**src/verilog/osw_pkg.sv**
```systemverilog
// Constants, register map and check-code function of the octal switch control
package osw_pkg;

  // Register byte offsets on the APB bus
  localparam logic [11:0] OFS_SW_REQ     = 12'h000;
  localparam logic [11:0] OFS_STATUS     = 12'h004;
  localparam logic [11:0] OFS_INT_STATUS = 12'h008;
  localparam logic [11:0] OFS_INT_CLEAR  = 12'h00C;
  localparam logic [11:0] OFS_INT_ENABLE = 12'h010;

  // Widths
  localparam int unsigned NUM_SW   = 8;
  localparam int unsigned NUM_PINS = 8;
  localparam int unsigned NUM_INT  = 5;

  // Index of each input in the synchroniser bank
  localparam int unsigned PIN_EN   = 0;
  localparam int unsigned PIN_STB  = 1;
  localparam int unsigned PIN_CCE  = 2;
  localparam int unsigned PIN_VINT = 3;
  localparam int unsigned PIN_VL   = 4;
  localparam int unsigned PIN_FLT  = 5;
  localparam int unsigned PIN_LERR = 6;
  localparam int unsigned PIN_RDY  = 7;

  // Status register fields: bits 7:0 are the applied switch outputs
  localparam int unsigned ST_PINS_LSB = 8;
  localparam int unsigned ST_PINS_MSB = 15;

  // Check byte field on both read and write data
  localparam int unsigned CC_LSB   = 24;
  localparam int unsigned CC_MSB   = 31;
  localparam int unsigned CC_DBITS = 24;

  // Interrupt status bits
  localparam int unsigned INT_LINK  = 0;
  localparam int unsigned INT_UPD   = 1;
  localparam int unsigned INT_VINT  = 2;
  localparam int unsigned INT_ENOFF = 3;
  localparam int unsigned INT_VL    = 4;

  // Reset values
  localparam logic [7:0]  SW_REQ_RST  = 8'h00;
  localparam logic [4:0]  INT_EN_RST  = 5'h00;
  localparam logic [4:0]  INT_ST_RST  = 5'h00;
  localparam logic [31:0] DATA_ZERO   = 32'h0000_0000;
  localparam logic [7:0]  CC_INIT     = 8'h00;
  localparam logic [7:0]  CC_POLY     = 8'h07;

  // Check byte over 24 data bits, msb first, polynomial x^8+x^2+x+1
  function automatic logic [7:0] osw_check_code(input logic [23:0] data);
    logic [7:0] c;
    logic       fb;
    c = CC_INIT;
    for (int i = CC_DBITS - 1; i >= 0; i--) begin
      fb = c[7] ^ data[i];
      c  = {c[6:0], 1'b0};
      if (fb) begin
        c = c ^ CC_POLY;
      end
    end
    return c;
  endfunction : osw_check_code

endpackage : osw_pkg

```
**src/verilog/osw_upd_if.sv**
```systemverilog
// Interface between the control top and the output update unit
`timescale 1ns/1ps
interface osw_upd_if;
  logic       en;         // Synchronised enable pin
  logic       strobe;     // Synchronised update strobe level
  logic       supply_ok;  // Logic and I/O supplies both above lockout
  logic [7:0] req;        // Programmed switch state
  logic [7:0] hs;         // Switch outputs as driven
  logic       upd_pulse;  // One cycle on a strobe rising edge
  logic       en_fall;    // One cycle when enable drops

  modport ctrl (output en, strobe, supply_ok, req,
                input  hs, upd_pulse, en_fall);
  modport unit (input  en, strobe, supply_ok, req,
                output hs, upd_pulse, en_fall);
endinterface : osw_upd_if

```
**src/verilog/osw_update.sv**
```systemverilog
// Output update unit: strobed or transparent apply, enable gating
`timescale 1ns/1ps
module osw_update (
  input  wire logic pclk,
  input  wire logic presetn,
  osw_upd_if.unit   upd
);

  logic [7:0] applied_q;
  logic [7:0] applied_d;
  logic       strobe_q;
  logic       en_q;
  logic [7:0] hs_q;
  logic       upd_pulse_q;
  logic       en_fall_q;

  // Strobe high passes the request; strobe low holds the last value
  always_comb begin
    if (!upd.supply_ok) begin
      applied_d = osw_pkg::SW_REQ_RST;
    end else if (upd.strobe) begin
      applied_d = upd.req;
    end else begin
      applied_d = applied_q;
    end
  end

  // Applied state and edge history
  always_ff @(posedge pclk or negedge presetn) begin
    if (!presetn) begin
      applied_q <= osw_pkg::SW_REQ_RST;
      strobe_q  <= 1'b0;
      en_q      <= 1'b0;
    end else begin
      applied_q <= applied_d;
      strobe_q  <= upd.strobe;
      en_q      <= upd.en;
    end
  end

  // All eight bits load in one edge, so channels switch together
  always_ff @(posedge pclk or negedge presetn) begin
    if (!presetn) begin
      hs_q <= osw_pkg::SW_REQ_RST;
    end else if (!upd.en || !upd.supply_ok) begin
      hs_q <= osw_pkg::SW_REQ_RST;
    end else begin
      hs_q <= applied_d;
    end
  end

  // Event pulses for the interrupt status
  always_ff @(posedge pclk or negedge presetn) begin
    if (!presetn) begin
      upd_pulse_q <= 1'b0;
      en_fall_q   <= 1'b0;
    end else begin
      upd_pulse_q <= upd.strobe & ~strobe_q;
      en_fall_q   <= en_q & ~upd.en;
    end
  end

  assign upd.hs        = hs_q;
  assign upd.upd_pulse = upd_pulse_q;
  assign upd.en_fall   = en_fall_q;

endmodule : osw_update

```
**src/verilog/osw_ctrl.sv**
```systemverilog
// Top of the octal switch control: pins, APB registers, status outputs
//
// Operation
// - Enable low turns all eight outputs off; high lets them run.
// - Strobe rising edge applies the programmed state to all outputs at once.
// - Strobe low holds outputs even when the request register changes.
// - Strobe high is transparent: request writes reach outputs at once.
// - Check enable on: outgoing data carry a check byte, incoming are checked.
// - Fault pin pulled low while any selected sticky interrupt status bit is pending.
// - Ready shown only with logic and I/O supplies both above lockout.
// - Logic supply loss clears registers and drives ready pin high.
// - Link error pin pulled low when a transaction error is detected.
// - Enable low forces outputs off whatever the strobe or request say.
//
// Design decisions made here: the register addresses and the APB slave port.
`timescale 1ns/1ps
module osw_ctrl (
  input  wire logic        pclk,
  input  wire logic        presetn,
  // APB slave
  input  wire logic        psel,
  input  wire logic        penable,
  input  wire logic        pwrite,
  input  wire logic [11:0] paddr,
  input  wire logic [31:0] pwdata,
  output logic      [31:0] prdata,
  output logic             pready,
  output logic             pslverr,
  // Control pins
  input  wire logic        enable_pin,
  input  wire logic        output_update_strobe,
  input  wire logic        check_code_enable,
  input  wire logic        vint_supply_ok,
  input  wire logic        vl_supply_ok,
  // Switch outputs, bit 0 is the first channel
  output logic      [7:0]  high_side_output,
  // Open-drain fault pin
  input  wire logic        fault_level,
  output logic             fault_drive,
  output logic             fault_oe_n,
  // Open-drain link error pin
  input  wire logic        link_error_flag_level,
  output logic             link_error_flag_drive,
  output logic             link_error_flag_oe_n,
  // Open-drain ready pin, pulled down outside, driven high when not ready
  input  wire logic        ready_level,
  output logic             ready_drive,
  output logic             ready_oe_n,
  // Level interrupt
  output logic             irq
);

  osw_upd_if upd ();

  // Synchroniser bank
  logic [7:0] pins_raw;
  logic [7:0] sync1_q;
  logic [7:0] sync2_q;

  // Registers
  logic [7:0]  sw_req_q;
  logic [4:0]  int_en_q;
  logic [4:0]  int_st_q;
  logic [4:0]  int_set;

  // Bus state
  logic        pready_q;
  logic        pslverr_q;
  logic [31:0] prdata_q;

  // Decode and answer
  logic        hit_req;
  logic        hit_st;
  logic        hit_ist;
  logic        hit_iclr;
  logic        hit_ien;
  logic        mapped;
  logic        cc_bad;
  logic        req_err;
  logic [31:0] rd_word;
  logic        setup_acc;
  logic        final_acc;
  logic        wr_ok;

  // Live levels
  logic        en_s;
  logic        cce_s;
  logic        supply_ok;
  logic        vint_lost;

  // Output pin registers
  logic        fault_oe_n_q;
  logic        lerr_oe_n_q;
  logic        ready_oe_n_q;
  logic        irq_q;

  // Gather every outside level into one bank
  assign pins_raw = {ready_level, link_error_flag_level, fault_level,
                     vl_supply_ok, vint_supply_ok, check_code_enable,
                     output_update_strobe, enable_pin};

  // Two-flop synchronisers, one per pin; stage one feeds only stage two
  generate
    for (genvar g = 0; g < osw_pkg::NUM_PINS; g++) begin : g_sync
      always_ff @(posedge pclk or negedge presetn) begin
        if (!presetn) begin
          sync1_q[g] <= 1'b0;
          sync2_q[g] <= 1'b0;
        end else begin
          sync1_q[g] <= pins_raw[g];
          sync2_q[g] <= sync1_q[g];
        end
      end
    end
  endgenerate

  // Synchronised levels used by the logic
  assign en_s      = sync2_q[osw_pkg::PIN_EN];
  assign cce_s     = sync2_q[osw_pkg::PIN_CCE];
  assign supply_ok = sync2_q[osw_pkg::PIN_VINT] & sync2_q[osw_pkg::PIN_VL];
  assign vint_lost = ~sync2_q[osw_pkg::PIN_VINT];

  // Feed the update unit
  assign upd.en        = en_s;
  assign upd.strobe    = sync2_q[osw_pkg::PIN_STB];
  assign upd.supply_ok = supply_ok;
  assign upd.req       = sw_req_q;

  osw_update u_update (
    .pclk    (pclk),
    .presetn (presetn),
    .upd     (upd.unit)
  );

  assign high_side_output = upd.hs;

  // Address decode, shared by the read mux and the write path
  always_comb begin
    hit_req  = (paddr == osw_pkg::OFS_SW_REQ);
    hit_st   = (paddr == osw_pkg::OFS_STATUS);
    hit_ist  = (paddr == osw_pkg::OFS_INT_STATUS);
    hit_iclr = (paddr == osw_pkg::OFS_INT_CLEAR);
    hit_ien  = (paddr == osw_pkg::OFS_INT_ENABLE);
    mapped   = hit_req | hit_st | hit_ist | hit_iclr | hit_ien;
  end

  // Incoming check byte must match the data bits when checking is on
  assign cc_bad = cce_s & pwrite &
                  (pwdata[osw_pkg::CC_MSB:osw_pkg::CC_LSB] !=
                   osw_pkg::osw_check_code(
                     pwdata[osw_pkg::CC_DBITS-1:0]));
  assign req_err = ~mapped | cc_bad;

  // Read mux; clear register reads as zero
  always_comb begin
    rd_word = osw_pkg::DATA_ZERO;
    if (hit_req) begin
      rd_word[7:0] = sw_req_q;
    end else if (hit_st) begin
      rd_word[7:0] = upd.hs;
      rd_word[osw_pkg::ST_PINS_MSB:osw_pkg::ST_PINS_LSB] = sync2_q;
    end else if (hit_ist) begin
      rd_word[4:0] = int_st_q;
    end else if (hit_ien) begin
      rd_word[4:0] = int_en_q;
    end
    if (cce_s) begin
      rd_word[osw_pkg::CC_MSB:osw_pkg::CC_LSB] =
        osw_pkg::osw_check_code(
          rd_word[osw_pkg::CC_DBITS-1:0]);
    end
  end

  // First access cycle prepares the answer, second one completes it
  assign setup_acc = psel & penable & ~pready_q;
  assign final_acc = psel & penable & pready_q;
  assign wr_ok     = final_acc & pwrite & ~pslverr_q;

  // APB answer registers; one wait state keeps every output a flop
  always_ff @(posedge pclk or negedge presetn) begin
    if (!presetn) begin
      pready_q  <= 1'b0;
      pslverr_q <= 1'b0;
      prdata_q  <= osw_pkg::DATA_ZERO;
    end else if (setup_acc) begin
      pready_q  <= 1'b1;
      pslverr_q <= req_err;
      prdata_q  <= pwrite ? osw_pkg::DATA_ZERO : rd_word;
    end else begin
      pready_q  <= 1'b0;
      pslverr_q <= 1'b0;
    end
  end

  assign prdata  = prdata_q;
  assign pready  = pready_q;
  assign pslverr = pslverr_q;

  // Switch request register; a VINT supply loss wipes it like a power-on
  always_ff @(posedge pclk or negedge presetn) begin
    if (!presetn) begin
      sw_req_q <= osw_pkg::SW_REQ_RST;
    end else if (vint_lost) begin
      sw_req_q <= osw_pkg::SW_REQ_RST;
    end else if (wr_ok && hit_req) begin
      sw_req_q <= pwdata[7:0];
    end
  end

  // Interrupt enable, which also selects the fault pin conditions
  always_ff @(posedge pclk or negedge presetn) begin
    if (!presetn) begin
      int_en_q <= osw_pkg::INT_EN_RST;
    end else if (vint_lost) begin
      int_en_q <= osw_pkg::INT_EN_RST;
    end else if (wr_ok && hit_ien) begin
      int_en_q <= pwdata[4:0];
    end
  end

  // Events that set sticky status bits
  always_comb begin
    int_set = osw_pkg::INT_ST_RST;
    int_set[osw_pkg::INT_LINK]  = final_acc & pslverr_q;
    int_set[osw_pkg::INT_UPD]   = upd.upd_pulse;
    int_set[osw_pkg::INT_VINT]  = vint_lost;
    int_set[osw_pkg::INT_ENOFF] = upd.en_fall;
    int_set[osw_pkg::INT_VL]    = ~sync2_q[osw_pkg::PIN_VL];
  end

  // Sticky status: a set in the same cycle as its clear is kept
  always_ff @(posedge pclk or negedge presetn) begin
    if (!presetn) begin
      int_st_q <= osw_pkg::INT_ST_RST;
    end else if (vint_lost) begin
      int_st_q <= int_set;
    end else if (wr_ok && hit_iclr) begin
      int_st_q <= (int_st_q & ~pwdata[4:0]) | int_set;
    end else begin
      int_st_q <= int_st_q | int_set;
    end
  end

  // Fault and interrupt follow the selected sticky conditions
  always_ff @(posedge pclk or negedge presetn) begin
    if (!presetn) begin
      fault_oe_n_q <= 1'b1;
      irq_q        <= 1'b0;
    end else begin
      fault_oe_n_q <= ~|(int_st_q & int_en_q);
      irq_q        <= |(int_st_q & int_en_q);
    end
  end

  // Link error pin pulled low while the error bit is pending
  always_ff @(posedge pclk or negedge presetn) begin
    if (!presetn) begin
      lerr_oe_n_q <= 1'b1;
    end else begin
      lerr_oe_n_q <= ~int_st_q[osw_pkg::INT_LINK];
    end
  end

  // Ready pin: passive when both supplies are good, driven high otherwise
  always_ff @(posedge pclk or negedge presetn) begin
    if (!presetn) begin
      ready_oe_n_q <= 1'b0;
    end else begin
      ready_oe_n_q <= supply_ok;
    end
  end

  // Open-drain pins only ever pull low; ready only ever pushes high
  assign fault_drive           = 1'b0;
  assign fault_oe_n            = fault_oe_n_q;
  assign link_error_flag_drive = 1'b0;
  assign link_error_flag_oe_n  = lerr_oe_n_q;
  assign ready_drive           = 1'b1;
  assign ready_oe_n            = ready_oe_n_q;
  assign irq                   = irq_q;

endmodule : osw_ctrl

```
**config.mk**
```make
export PLATFORM = sky130hd
export DESIGN_NAME = osw_ctrl
export DESIGN_NICKNAME = d
export VERILOG_FILES = /design/src/verilog/osw_pkg.sv /design/src/verilog/osw_upd_if.sv /design/src/verilog/osw_update.sv /design/src/verilog/osw_ctrl.sv
export SDC_FILE = /design/constraint.sdc
export NUM_CORES = 1
export LEC_CHECK = 0
export ABC_AREA = 1
export BUFFER_PORTS_ARGS = -buffer_cell sky130_fd_sc_hd__buf_2
export CORE_AREA = 2 2 106 108
export DETAILED_ROUTE_END_ITERATION = 8
export DIE_AREA = 0 0 108 110
export GPL_ROUTABILITY_DRIVEN = 0
export PLACE_DENSITY = 0.76
export SYNTH_ARGS = -nofsm -noshare
export SYNTH_HDL_FRONTEND = slang
export SYNTH_SLANG_ARGS = --single-unit
```
**constraint.sdc**
```tcl
create_clock -name pclk -period 2.25 [get_ports pclk]
set_clock_uncertainty 0.2 [all_clocks]
set_input_delay 0.225 -clock pclk [delete_from_list [all_inputs] [get_ports pclk]]
set_output_delay 0.225 -clock pclk [all_outputs]
set_load 0.03 [all_outputs]
```
* Word level (Yosys, flattened, before mapping)
Cells that the tools add are included.
Cells by class: reduce and logical (&&, ||, !) cells 9, eq/ne operators 7, shift operators 0, div/mod/pow operators 0, $mul 0, mux-type cells 74, add/sub/neg operators 0, magnitude comparators 0, bitwise logic cells 105
Operators by type and width (number):
- $mux W8 | 23
- $mux W3 | 40
- $not A3 Y3 | 38
- $mux W5 | 7
- $xor A1 B1 Y1 | 33
- $mux W32 | 1
- $eq A12 B4 Y1 const B | 2
- $eq A12 B3 Y1 const B | 1
- $eq A12 B5 Y1 const B | 1
- $logic_not A12 Y1 | 1
- $and A1 B1 Y1 | 11
- $mux W11 | 1
- $and A5 B5 Y5 | 2
- $or A5 B5 Y5 | 2
- $ne A8 B8 Y1 | 1
- $not A1 Y1 | 8
- $not A5 Y5 | 1
- $or A1 B1 Y1 | 5
- $reduce_or A5 Y1 | 1
- $xor A1 B1 Y1 const A | 5
- $ne A2 B1 Y1 const B | 2
- $logic_and A1 B1 Y1 | 3
- $logic_not A1 Y1 | 3
- $mux W1 | 2
- $logic_or A1 B1 Y1 | 1
Word-level totals: RAM bits 0, memory bits (read-only) 0, bits in latches 0, register bits after elaboration 92, bits of input ports 57, memories 0, output and inout port bits 49, word-level logic and storage cells 227

* Depth between registers and ports, before layout
Gate-level depths: netlist of run 1.
depth in word-level cells 51, mapped depth 24, depth with buffers taken out 24

* Cells and area by module
Synthesis of run 1 repeated with hierarchy kept, for this count alone.
Second synthesis, totals: cell total of the unflattened synthesis 779, area total of the unflattened synthesis 5360.1 µm²
Modules (own cells, without submodules):
- osw_ctrl | area an instance 4546.9 µm², cells each 696, times used 1, seq. area each 1604.0 µm²
- osw_update | area an instance 813.3 µm², cells each 83, times used 1, seq. area each 500.5 µm²

* Worst setup path after synthesis of run 1
Ideal clock, no wire load.
path kind input -> register, start point in paddr[1], end point reg prdata_q[29], in the netlist prdata[29], slack -0.146 ns, data required time 1.933 ns, path buffers 2, cell stages on the path 13, arrival time 2.078 ns, setup time 0.117 ns, cell sequence or2_1 -> buf_6 -> nor3_4 -> nand2_4 -> buf_6 -> nor3_2 -> inv_1 -> xor2_2 -> xor2_1 -> xor2_1 -> nand2_1 -> nand3_1 -> nand2_1
On the way: cells in the longest elaborated chain, start to end 30, elaborated cells between the ends (all ways) 50, those cells by class 3 x eq/ne; 32 x mux; 14 x bitwise; 1 x reduce/logical
RTL lines:
- start, declared | RTL line osw_ctrl.sv:24 | input wire logic [11:0] paddr,
- $eq A12 B3 Y1 | RTL line osw_ctrl.sv:140 | hit_st = (paddr == osw_pkg::OFS_STATUS);
- $mux W11 | RTL line osw_ctrl.sv:159 | end else if (hit_st) begin
- $mux W8 | RTL line osw_ctrl.sv:157 | if (hit_req) begin
- $xor A1 B1 Y1 | RTL line osw_pkg.sv:56 | fb = c[7] ^ data[i];
- $mux W3 | RTL line osw_pkg.sv:58 | if (fb) begin
- $mux W8 | RTL line osw_ctrl.sv:167 | if (cce_s) begin
- $not A3 Y3 (no line)
- $mux W3 | RTL line osw_pkg.sv:58
- [11 not listed]
- $mux W8 | RTL line osw_ctrl.sv:167
- $not A3 Y3 (no line)
- $mux W3 | RTL line osw_pkg.sv:58
- $mux W8 | RTL line osw_ctrl.sv:167
- $not A3 Y3 (no line)
- $mux W3 * | RTL line osw_pkg.sv:58
- $mux W8 * (4 in a row) | RTL line osw_ctrl.sv:167
- $mux W32 * | RTL line osw_ctrl.sv:188 | prdata_q <= pwrite ? osw_pkg::DATA_ZERO : rd_word;
- end signal, assigned | RTL line osw_ctrl.sv:184 | prdata_q <= osw_pkg::DATA_ZERO;
- end signal, assigned | RTL line osw_ctrl.sv:188
- end, declared | RTL line osw_ctrl.sv:69 | logic [31:0] prdata_q;
Mark *: on every way between the ends. The rest lies on a longest branch, timed or not. The select of a mux whose other input is x is not followed. A chain may end at the register's enable or synchronous reset.

* Final worst setup path of run 1
start point in paddr[7], end point reg prdata_q[26], in the netlist prdata[26]
On the way: cells in the longest elaborated chain, start to end 31, elaborated cells between the ends (all ways) 59, those cells by class 3 x eq/ne; 35 x mux; 20 x bitwise; 1 x reduce/logical
RTL lines (RTL line):
- $eq A12 B3 Y1 | osw_ctrl.sv:140
- $mux W11 | osw_ctrl.sv:159
- $mux W8 | osw_ctrl.sv:157
- $mux W3 | osw_pkg.sv:58
- $mux W8 | osw_ctrl.sv:167
- $mux W8 or $not A3 Y3 (tied branches)
- $mux W8 or $mux W3 (tied branches) | osw_ctrl.sv:167, osw_pkg.sv:58
- $mux W8 | osw_ctrl.sv:167
- [15 not listed]
- $mux W8 | osw_ctrl.sv:167
- $not A3 Y3 (no line) (tied with other cells)
- $mux W3 or $mux W8 (tied branches) | osw_pkg.sv:58, osw_ctrl.sv:167
- $mux W8 | osw_ctrl.sv:167
- $not A3 Y3 (no line) or $xor A1 B1 Y1 (tied branches)
- $mux W3 * | osw_pkg.sv:58
- $mux W8 * | osw_ctrl.sv:167
- $mux W32 * | osw_ctrl.sv:188
Marks and branches as above.

==> flow_summary.yaml, run 1 <==
detailed_routing:
  finalWirelength_um: 14900
  drtAntennaViolNets: 0
  viasPerCell: 5.06
  dr.pass1.iters: 5
  route.detailed.drc: 0
  num_vias: 5676
  wl_per_cell_um: 13.3
  drtIter0Drc: 361
clocking:
  cts_max_level: 3
  clkTransAtPathRegs_ns: 0.08
  clkSinkCount: 84
  cts_tree: "done"
  worstSkewPairLatency_ns: 0.36
  numCtsBuffers: 9
  clk_path_buf_depth: 2
  ctsRootBufferMaster: "clkbuf_8"
synthesis:
  syn_avg_cell_area_um2: 6.80
  ys.flop_type: "dfrtp_1"
  synthTopCellsByArea: "dfrtp_1, nand2_1, nand3_1"
  synth_cells: 782
  yosysUniqueCellTypes: 41
  ys_seq_elements: 84
  async_reset_ff_share_pct: 100
  synth_edf_count: 0
  yosysTopAreaCellShare_pct: 38.6
  netlist_area_mm2: 0.00532
  synth_top_area_cell: "dfrtp_1"
  yosysSeqAreaShare_pct: 39.6
  ys_warn_count: 0
critical_path:
  crit_type: "in -> reg"
  startpoint_type: "input pin"
  crit_chain: "buf_2 -> nor3_4 -> nand2_2 -> nor2_4 -> nand2_4 -> buf_6 -> nor3_4 -> nand2_1 -> nand2_1 -> nand2_2 -> nand2_2 -> nand2_1 -> nand2_1 -> nand2_1 -> nand2_2 -> inv_2 -> nand2_2 -> nand2_1 -> nand2_1 -> nand2_1 -> nand2_1 -> nand2_1"
  critPathMaxFanout: 5
  cpPeakStageDelay_ns: 0.22
  arrival_ns: 2.52
  cpMaxStageDelayCell: "nor3_4"
  cp-end-kind: "flip-flop"
  required_ns: 2.31
  critical_path.most_common_cell: "nand2_1"
die:
  fp-row-count: 38
  core_region_area_mm2: 0.0107
  dieArea_mm2: 0.0119
  die_h_um: 110
  die_w_um: 108
  pin_count: 106
  initial_core_util_pct: 49.7
grt:
  grt-ovfl-total: 0
  grtUsageTotal_pct: 23.3
  antenna_found_initial: 0
  use_met2_pct: 38.9
  grt_max_degree: 45
  grt_pass1_wl_um: 21400
  met3_usage_pct: 3.76
  grt_pass1_vias: 4648
  busiest_layer: "met2"
  met1_usage_pct: 31.0
power_and_ir_drop:
  power.leakage_uw: 0.00411
  ir_drop_uv: 348
  powerDensity_mw_per_mm2: 502
outcome:
  violations: "setup timing"
  status: "finished with violations"
cells_and_area:
  fillerInstances: 861
  layout_commonest_cell: "nand2_1"
  drive_gt1_share_pct: 28.7
  area_delta_synth_final_pct: 35.1
  antenna_cells: 0
  nets: 1037
  final_cell_mix: "nand2_1, inv_1, buf_2"
  stdcell_count: 1122
sta:
  grt_setup_unrepaired: "yes"
  period_share_pct: 109
  slew_viol_final: 0
  finalSetupViolations: 8
  layout_setup_ws_ns: -0.212
  fin_crit_ns: 2.46
  hold_viol: 0
  whs_ns: 0.00807
  timing.fmax_mhz: 406
placement:
  dpl.hpwl_um: 10800
  numPortBuffers: 94
  place_inst: 1083
run:
  drv_cap: 0
min_path:
  hold_path.class: "in -> reg"
flip-flops by register name, summed over array words and instances (netlist names):
name and flops:
prdata 24, sw_req_q 8, sync1_q 8, u_update.applied_q 8, u_update.upd.hs 8, int_en_q 5
int_st_q 5, sync2_q 5, cce_s 1, en_s 1, fault_oe_n 1, irq 1
link_error_flag_oe_n 1, pready 1, pslverr 1, ready_oe_n 1, u_update.en_q 1, u_update.strobe_q 1
u_update.upd.en_fall 1, u_update.upd.upd_pulse 1, upd.strobe 1
critical path: cells and delay by family:
family	cells	cell delay, ns
buffers and inverters	3	0.32
and+or+nand+nor	19	1.96
repair_timing:
action,CTS,global route
buffers inserted,0,10
endpoints found under the setup margin,6,9
gates cloned,0,1
hold endpoints to repair,96,0
pin swaps,0,37
resized for setup,2,73
hold buffers,15,0
final cells by class:
class / instances / area (um2) / share of cell area [%]
inverters: 103 / 389 / 5.41
repair buffers: 199 / 1350 / 18.8
multi-input cells: 583 / 2990 / 41.6
clock buffers: 10 / 138 / 1.92
clock inverters: 3 / 40.0 / 0.557
flip-flops and latches: 84 / 2100 / 29.3
well taps: 140 / 175 / 2.44
through the flow:
stage | utilization [%] | cell area (um2) | total power [uW] | TNS, ns | setup WS [ns]
after global placement | 61.1 | 6530 | 2520 | -2.85 | -0.372
after CTS | 64.2 | 6870 | 3570 | 0 | 0.0111
after detailed placement | 61.1 | 6530 | 2540 | -3.36 | -0.427
final | 67.2 | 7190 | 3610 | -0.822 | -0.212
after floorplan | - | 5420 | 2240 | -0.388 | -0.0953
after global routing | 67.2 | 7190 | 3830 | -1.81 | -0.315
cells in the mapped netlist (all sizes together) (6+ instances only):
library cell / count
nand2: 328
inv: 99
dfrtp: 82
nand3: 75
nor2: 38
o21ai: 38
nor3: 19
xor2: 17
buf: 14
o22ai: 9
clkbuf: 8
nand3b: 6
nor4: 6
where the power goes:
| part | switching, uW | internal (uW) | total (uW) | leakage (uW) |
|---|---|---|---|---|
| Clock | 498 | 521 | 1020 | 0.0000939 |
| Sequential | 37.9 | 1570 | 1610 | 0.00109 |
| Combinational | 624 | 363 | 987 | 0.00293 |
| Total | 1160 | 2450 | 3610 | 0.00411 |
cell families after synthesis:
group	count (synthesis)	synth area share, %
and+or+nand+nor	480	38.6
other	2	0.141
DFF	84	39.6
AOI/OAI and AO/OA	70	8.09
xor gates and xnor gates	21	3.60
buffers and inverters	125	10.0
routing by layer:
layer | vias up | wire length [um]
li1 | 2856 | -
met1 | 2568 | 6410
met2 | 205 | 7130
met3 | 47 | 949
met4 | 0 | 440
met5 | - | 0
final timing paths:
| path | startpoint | to | slack [ns] | cells past startpoint |
|---|---|---|---|---|
| min in group asynchronous | presetn | prdata[1] | 0.10 | 2 |
| worst min register to register | sync1_q[6] | sync2_q[6] | 0.14 | 0 |
| worst min-delay path | pwdata[3] | int_en_q[3] | 0.008 | 3 |
| worst max-delay path | paddr[7] | prdata[26] | -0.21 | 22 |
| worst max register to register | sync2_q[6] | prdata[26] | 0.01 | 17 |
| max in group asynchronous | presetn | link_error_flag_oe_n | 1.15 | 3 |
(Power assumes the default switching activity.)
==> inputs of run 2 (changes only) <==
SYNTH_HIERARCHICAL = 1   (was unset)
==> flow_summary.yaml, run 2 <==
outcome:
  status: "finished with violations"
  violations: "setup timing"
power_and_ir_drop:
  ir_drop_uv: 298
  seqPwrFrac_pct: 41.0
  power.clock.fraction_pct: 32.6
  combPwrFrac_pct: 26.4
  p_sw_share_pct: 31.6
  powerDensity_mw_per_mm2: 529
  p_int_uw: 2690
  power.leakage_uw: 0.00426
  power_switching_uw: 1240
detailed_routing:
  viasPerCell: 4.96
  drtAntennaViolNets: 0
  finalWirelength_um: 14800
  drtIter0Drc: 308
  route.detailed.drc: 0
  wl_per_cell_um: 13.2
  dr.pass1.iters: 5
  num_vias: 5550
synthesis:
  synth_edf_count: 0
  synth_most_common_cell: "nand2_1"
  yosysTopAreaCellShare_pct: 38.3
  ys_seq_elements: 84
  synthTopCellsByArea: "dfrtp_1, nand2_1, inv_1"
  synth_top_area_cell: "dfrtp_1"
  yosys-top-cells-count: "nand2_1, inv_1, dfrtp_1, nand3_1, nor2_1"
  ys_warn_count: 6
  yosysSeqAreaShare_pct: 39.3
  synth_cells: 779
  yosysUniqueCellTypes: 42
  syn_avg_cell_area_um2: 6.88
  async_reset_ff_share_pct: 100
  netlist_area_mm2: 0.00536
  ys.flop_type: "dfrtp_1"
clocking:
  cts_max_level: 3
  worstSkewPairLatency_ns: 0.36
  ctsRootBufferMaster: "clkbuf_8"
  clkTransAtPathRegs_ns: 0.09
  numCtsBuffers: 9
  clk_path_buf_depth: 2
  clkSinkCount: 84
  cts_tree: "done"
die:
  core_region_area_mm2: 0.0107
  die_w_um: 108
  fp-row-count: 38
  dieArea_mm2: 0.0119
  initial_core_util_pct: 50.1
  die_h_um: 110
  pin_count: 106
sta:
  timing.fmax_mhz: 427
  tightest_slew_ns: 0.636
  period_share_pct: 104
  grt_setup_unrepaired: "yes"
  slew_viol_final: 0
  fin_crit_ns: 2.34
  layout_setup_ws_ns: -0.0914
  whs_ns: 0.0154
  finalSetupViolations: 6
  relSlewSlack_pct: 57.6
  hold_viol: 0
cells_and_area:
  area_delta_synth_final_pct: 38.9
  final_cell_mix: "nand2_1, inv_1, buf_2"
  design_area_mm2: 0.00745
  largest_reg_flops: 24
  antenna_cells: 0
  drive_gt1_share_pct: 35.3
  nets: 1031
  layout_commonest_cell: "nand2_1"
grt:
  grt_pass1_wl_um: 22100
  grt_pass1_vias: 4815
  antenna_found_initial: 0
  grt-ovfl-total: 0
  grt_max_degree: 52
  grtUsageTotal_pct: 23.6
critical_path:
  startpoint_type: "input pin"
  arrival_ns: 2.40
  required_ns: 2.30
  crit_family: "simple AND/OR/NAND/NOR gates"
  cpMaxStageDelayCell: "nor2_4"
  r2r_slack_ns: -0.04
  cp-end-kind: "flip-flop"
  critPathMaxFanout: 6
  cpPeakStageDelay_ns: 0.22
  critPathBufInv: 4
  rr_startpoint: "sync2_q[6]"
  r2r_cells: 17
  r2r_end: "prdata[26]"
  crit_chain: "buf_2 -> inv_2 -> nand2_2 -> nor2_4 -> nand4_2 -> nor2_4 -> buf_6 -> nand4_2 -> nand2_2 -> nand2_1 -> nand2_1 -> nand3_1 -> nand2_2 -> nand3_2 -> nand2_2 -> inv_2 -> nand2_2 -> nand2_2 -> nand2_1 -> nand2_1 -> nand2_1 -> nand2_1"
  crit_type: "in -> reg"
min_path:
  hold_path.class: "in -> reg"
  min_to: "sw_req_q[7]"
  whs_path_depth: 3
  hold_start: "pwdata[7]"
placement:
  post_dp_cell_area_mm2: 0.00646
  dpl.hpwl_um: 10600
  numPortBuffers: 94
  dp_worst_setup_slack_ns: -0.411
run:
  drv_cap: 0
==> run 2: changes by cell type after synthesis, sizes merged, moves of 4 or more <==
cell	previous run	this run
nand2	328	302
inv	99	122
nor2	38	51
nor3	19	6
nand3	75	83
nor4	6	0
a21oi	5	9
==> run 2: power groups by stage <==
| stage | clock network, uW | registers, uW | logic (uW) |
|---|---|---|---|
| floorplan | 0 | 1650 | 565 |
| global placement | 0 | 1640 | 840 |
| detailed placement | 0 | 1640 | 857 |
| CTS | 1300 | 1610 | 881 |
| global route | 1370 | 1620 | 1160 |
| finish | 1280 | 1610 | 1040 |
==> run 2: final cells by class <==
type | instances | area [um2]
clock buffers | 10 | 128
clock inverters | 6 | 113
fillers | 838 | 3250
inverters | 123 | 472
multi-input cells | 560 | 3130
flip-flops and latches | 84 | 2100
well taps | 140 | 175
repair buffers | 196 | 1320
==> run 2: how the worst max path moves through the flow <==
stage	from	cells after the start	to	slack, ns
6_report	paddr[7]	22	prdata[26]	-0.09
4_1_cts	paddr[11]	21	prdata[26]	0.02
2_1_floorplan	paddr[1]	22	prdata[26]	0.006
3_5_place_dp	paddr[11]	18	prdata[28]	-0.41
5_1_grt	paddr[7]	24	prdata[26]	-0.26
3_3_place_gp	paddr[11]	17	prdata[27]	-0.36
==> run 2: cells by family after synthesis <==
logic type | count (synthesis) | synth area share, %
buffers and inverters | 144 | 11.6
other | 2 | 0.140
AO/OA/AOI/OAI | 66 | 7.45
XOR/XNOR | 26 | 4.25
AND/OR/NAND/NOR | 457 | 37.3
flip-flops | 84 | 39.3
==> run 2: worst reg2reg max path, stage by stage, from the launching register on <==
cell	delay, ns
dfrtp_1	0.33
inv_1	0.07
nor2_1	0.22
nand3_2	0.15
nand2_2	0.11
nand2_1	0.09
nand2_1	0.14
nand3_1	0.16
nand2_2	0.14
nand3_2	0.10
nand2_2	0.11
inv_2	0.04
nand2_2	0.07
nand2_2	0.06
nand2_1	0.05
nand2_1	0.05
nand2_1	0.06
nand2_1	0.05
==> run 2: through the flow <==
stage	std cells	total power [uW]	util, %	setup TNS [ns]
after floorplan	788	2220	-	0
after global routing	1119	4150	69.6	-1.25
after detailed placement	1074	2500	60.4	-2.92
final	1119	3940	69.6	-0.232
after CTS	1105	3790	64.1	0
after global placement	1074	2480	60.4	-2.46
==> run 2: repair_timing <==
action	in CTS	in global routing
setup buffers	0	15
endpoints found under the hold margin	62	0
pin swaps	0	45
hold buffers	15	0
setup endpoints to repair	4	9
resized for setup	2	149
==> run 2: per-layer routing <==
metal  vias to the layer above  part of all wire (%)  routed length, um  GRT usage (%)
li1                       2789                     -                  -              -
met2                       187                    48               7180           38.8
met4                         0                   1.9                284           7.97
met5                         -                     0                  0              0
met3                        25                   5.6                828           3.53
met1                      2549                    44               6520           32.0
==> inputs of run 3 (changes only) <==
BUFFER_PORTS_ARGS = -buffer_cell sky130_fd_sc_hd__buf_4   (was -buffer_cell sky130_fd_sc_hd__buf_2)
==> flow_summary.yaml, run 3 (synthesis gave the netlist of run 2 again) <==
outcome:
  status: "finished with violations"
  violations: "setup timing"
detailed_routing:
  dr.pass1.iters: 5
  drtAntennaViolNets: 0
  num_vias: 5448
  wl_per_cell_um: 12.8
  viasPerCell: 4.91
  finalWirelength_um: 14200
  drtIter0Drc: 277
  route.detailed.drc: 0
placement:
  numPortBuffers: 94
  dpl.hpwl_um: 10800
min_path:
  hold_path.class: "in -> reg"
  hold_start: "pwdata[6]"
  whs_path_depth: 3
sta:
  grt_setup_unrepaired: "yes"
  tightest_slew_ns: 0.529
  fin_crit_ns: 2.28
  timing.fmax_mhz: 438
  relSlewSlack_pct: 64.7
  hold_viol: 0
  slew_viol_final: 0
  period_share_pct: 102
  layout_setup_ws_ns: -0.0340
  whs_ns: 0.00303
  finalSetupViolations: 2
power_and_ir_drop:
  seqPwrFrac_pct: 43.7
  combPwrFrac_pct: 26.7
  power.clock.fraction_pct: 29.5
  powerDensity_mw_per_mm2: 503
  p_sw_share_pct: 33.2
  power.leakage_uw: 0.00414
  p_int_uw: 2470
  power_switching_uw: 1230
  ir_drop_uv: 338
critical_path:
  arrival_ns: 2.33
  crit_path_start: "paddr[1]"
  critPathMaxFanout: 4
  cp-end-kind: "flip-flop"
  rr_startpoint: "sync2_q[5]"
  startpoint_type: "input pin"
  r2r_cells: 18
  crit_type: "in -> reg"
  required_ns: 2.30
cells_and_area:
  final_core_util_pct: 68.8
  largest_reg_flops: 24
  multiInputGateArea_mm2: 0.00295
  antenna_cells: 0
  nets: 1022
  regArea_mm2: 0.00210
  drive_gt1_share_pct: 30.8
  fillerInstances: 890
  area_delta_synth_final_pct: 37.2
  final_cell_mix: "nand2_1, buf_4, inv_1"
  layout_commonest_cell: "nand2_1"
clocking:
  clk_path_buf_depth: 2
  ctsRootBufferMaster: "clkbuf_8"
  cts_max_level: 3
  cts_tree: "done"
  clkTransAtPathRegs_ns: 0.09
  numCtsBuffers: 9
  clkSinkCount: 84
  worstSkewPairLatency_ns: 0.35
die:
  pin_count: 106
  die_h_um: 110
  die_w_um: 108
  initial_core_util_pct: 50.1
  fp-row-count: 38
  dieArea_mm2: 0.0119
  core_region_area_mm2: 0.0107
grt:
  grt-ovfl-total: 0
  grt_pass1_wl_um: 22400
  grt_pass1_vias: 4891
  grtUsageTotal_pct: 23.8
  antenna_found_initial: 0
  grt_max_degree: 42
run:
  drv_cap: 0
run 3: through the flow:
| stage | setup slack, ns | total power, uW | cell area, um2 | setup TNS (ns) | instances |
|---|---|---|---|---|---|
| 6_report | -0.0340 | 3700 | 7360 | -0.0435 | 1110 |
| 2_1_floorplan | 0.00566 | 2220 | 5390 | 0 | 788 |
| 5_1_grt | -0.205 | 3930 | 7360 | -0.851 | 1110 |
| 3_5_place_dp | -0.363 | 2520 | 6660 | -2.64 | 1071 |
| 4_1_cts | 0.00962 | 3630 | 7030 | 0 | 1104 |
| 3_3_place_gp | -0.310 | 2500 | 6660 | -2.23 | 1071 |
run 3: power groups by stage:
stage | Clock [uW] | Combinational (uW) | Sequential [uW]
after CTS | 1110 | 903 | 1620
after global placement | 0 | 859 | 1640
after global routing | 1190 | 1110 | 1620
final | 1090 | 989 | 1620
after detailed placement | 0 | 876 | 1640
after floorplan | 0 | 565 | 1650
run 3: final timing paths:
kind / endpoint / slack [ns]
max in group asynchronous: upd.strobe / 0.98
worst min register to register: sync2_q[6] / 0.15
worst min-delay path: sw_req_q[6] / 0.003
worst max-delay path: prdata[26] / -0.03
worst max register to register: prdata[26] / 0.05
min in group asynchronous: int_st_q[0] / 0.20
run 3: final cells by class:
class / instances / area share [%]
well taps: 140 / 2.38
clock buffers: 10 / 1.73
clock inverters: 6 / 0.953
repair buffers: 186 / 19.9
flip-flops and latches: 84 / 28.6
multi-input cells: 561 / 40.0
inverters: 123 / 6.34
run 3: routing by layer:
metal	vias to the layer above	track usage [%]	routed length (um)
met5	-	0	0
met4	0	8.79	293
li1	2775	-	-
met2	159	38.1	6660
met1	2484	32.8	6450
met3	30	4.00	766
run 3: worst max-delay path: stages:
cell and delay (ns):
buf_4 0.11, nor2_2 0.14, nand3_1 0.17, buf_4 0.19
inv_1 0.17, nand4_1 0.16, nand2_1 0.12, nand2_1 0.07
nand3_1 0.13, nand2_4 0.08, inv_2 0.08, nand2_2 0.06
nand2_2 0.08, nand2_1 0.07, nand2_2 0.09, inv_2 0.04
nand2_2 0.08, nand2_2 0.06, nand2_2 0.05, nand2_1 0.05
nand2_1 0.05, nand2_1 0.05
run 3: what timing repair did:
item / CTS / global route
endpoints found under the setup margin: 0 / 9
hold endpoints to repair: 55 / 0
buffers inserted: 0 / 5
resized for setup: 0 / 95
hold buffers: 17 / 0
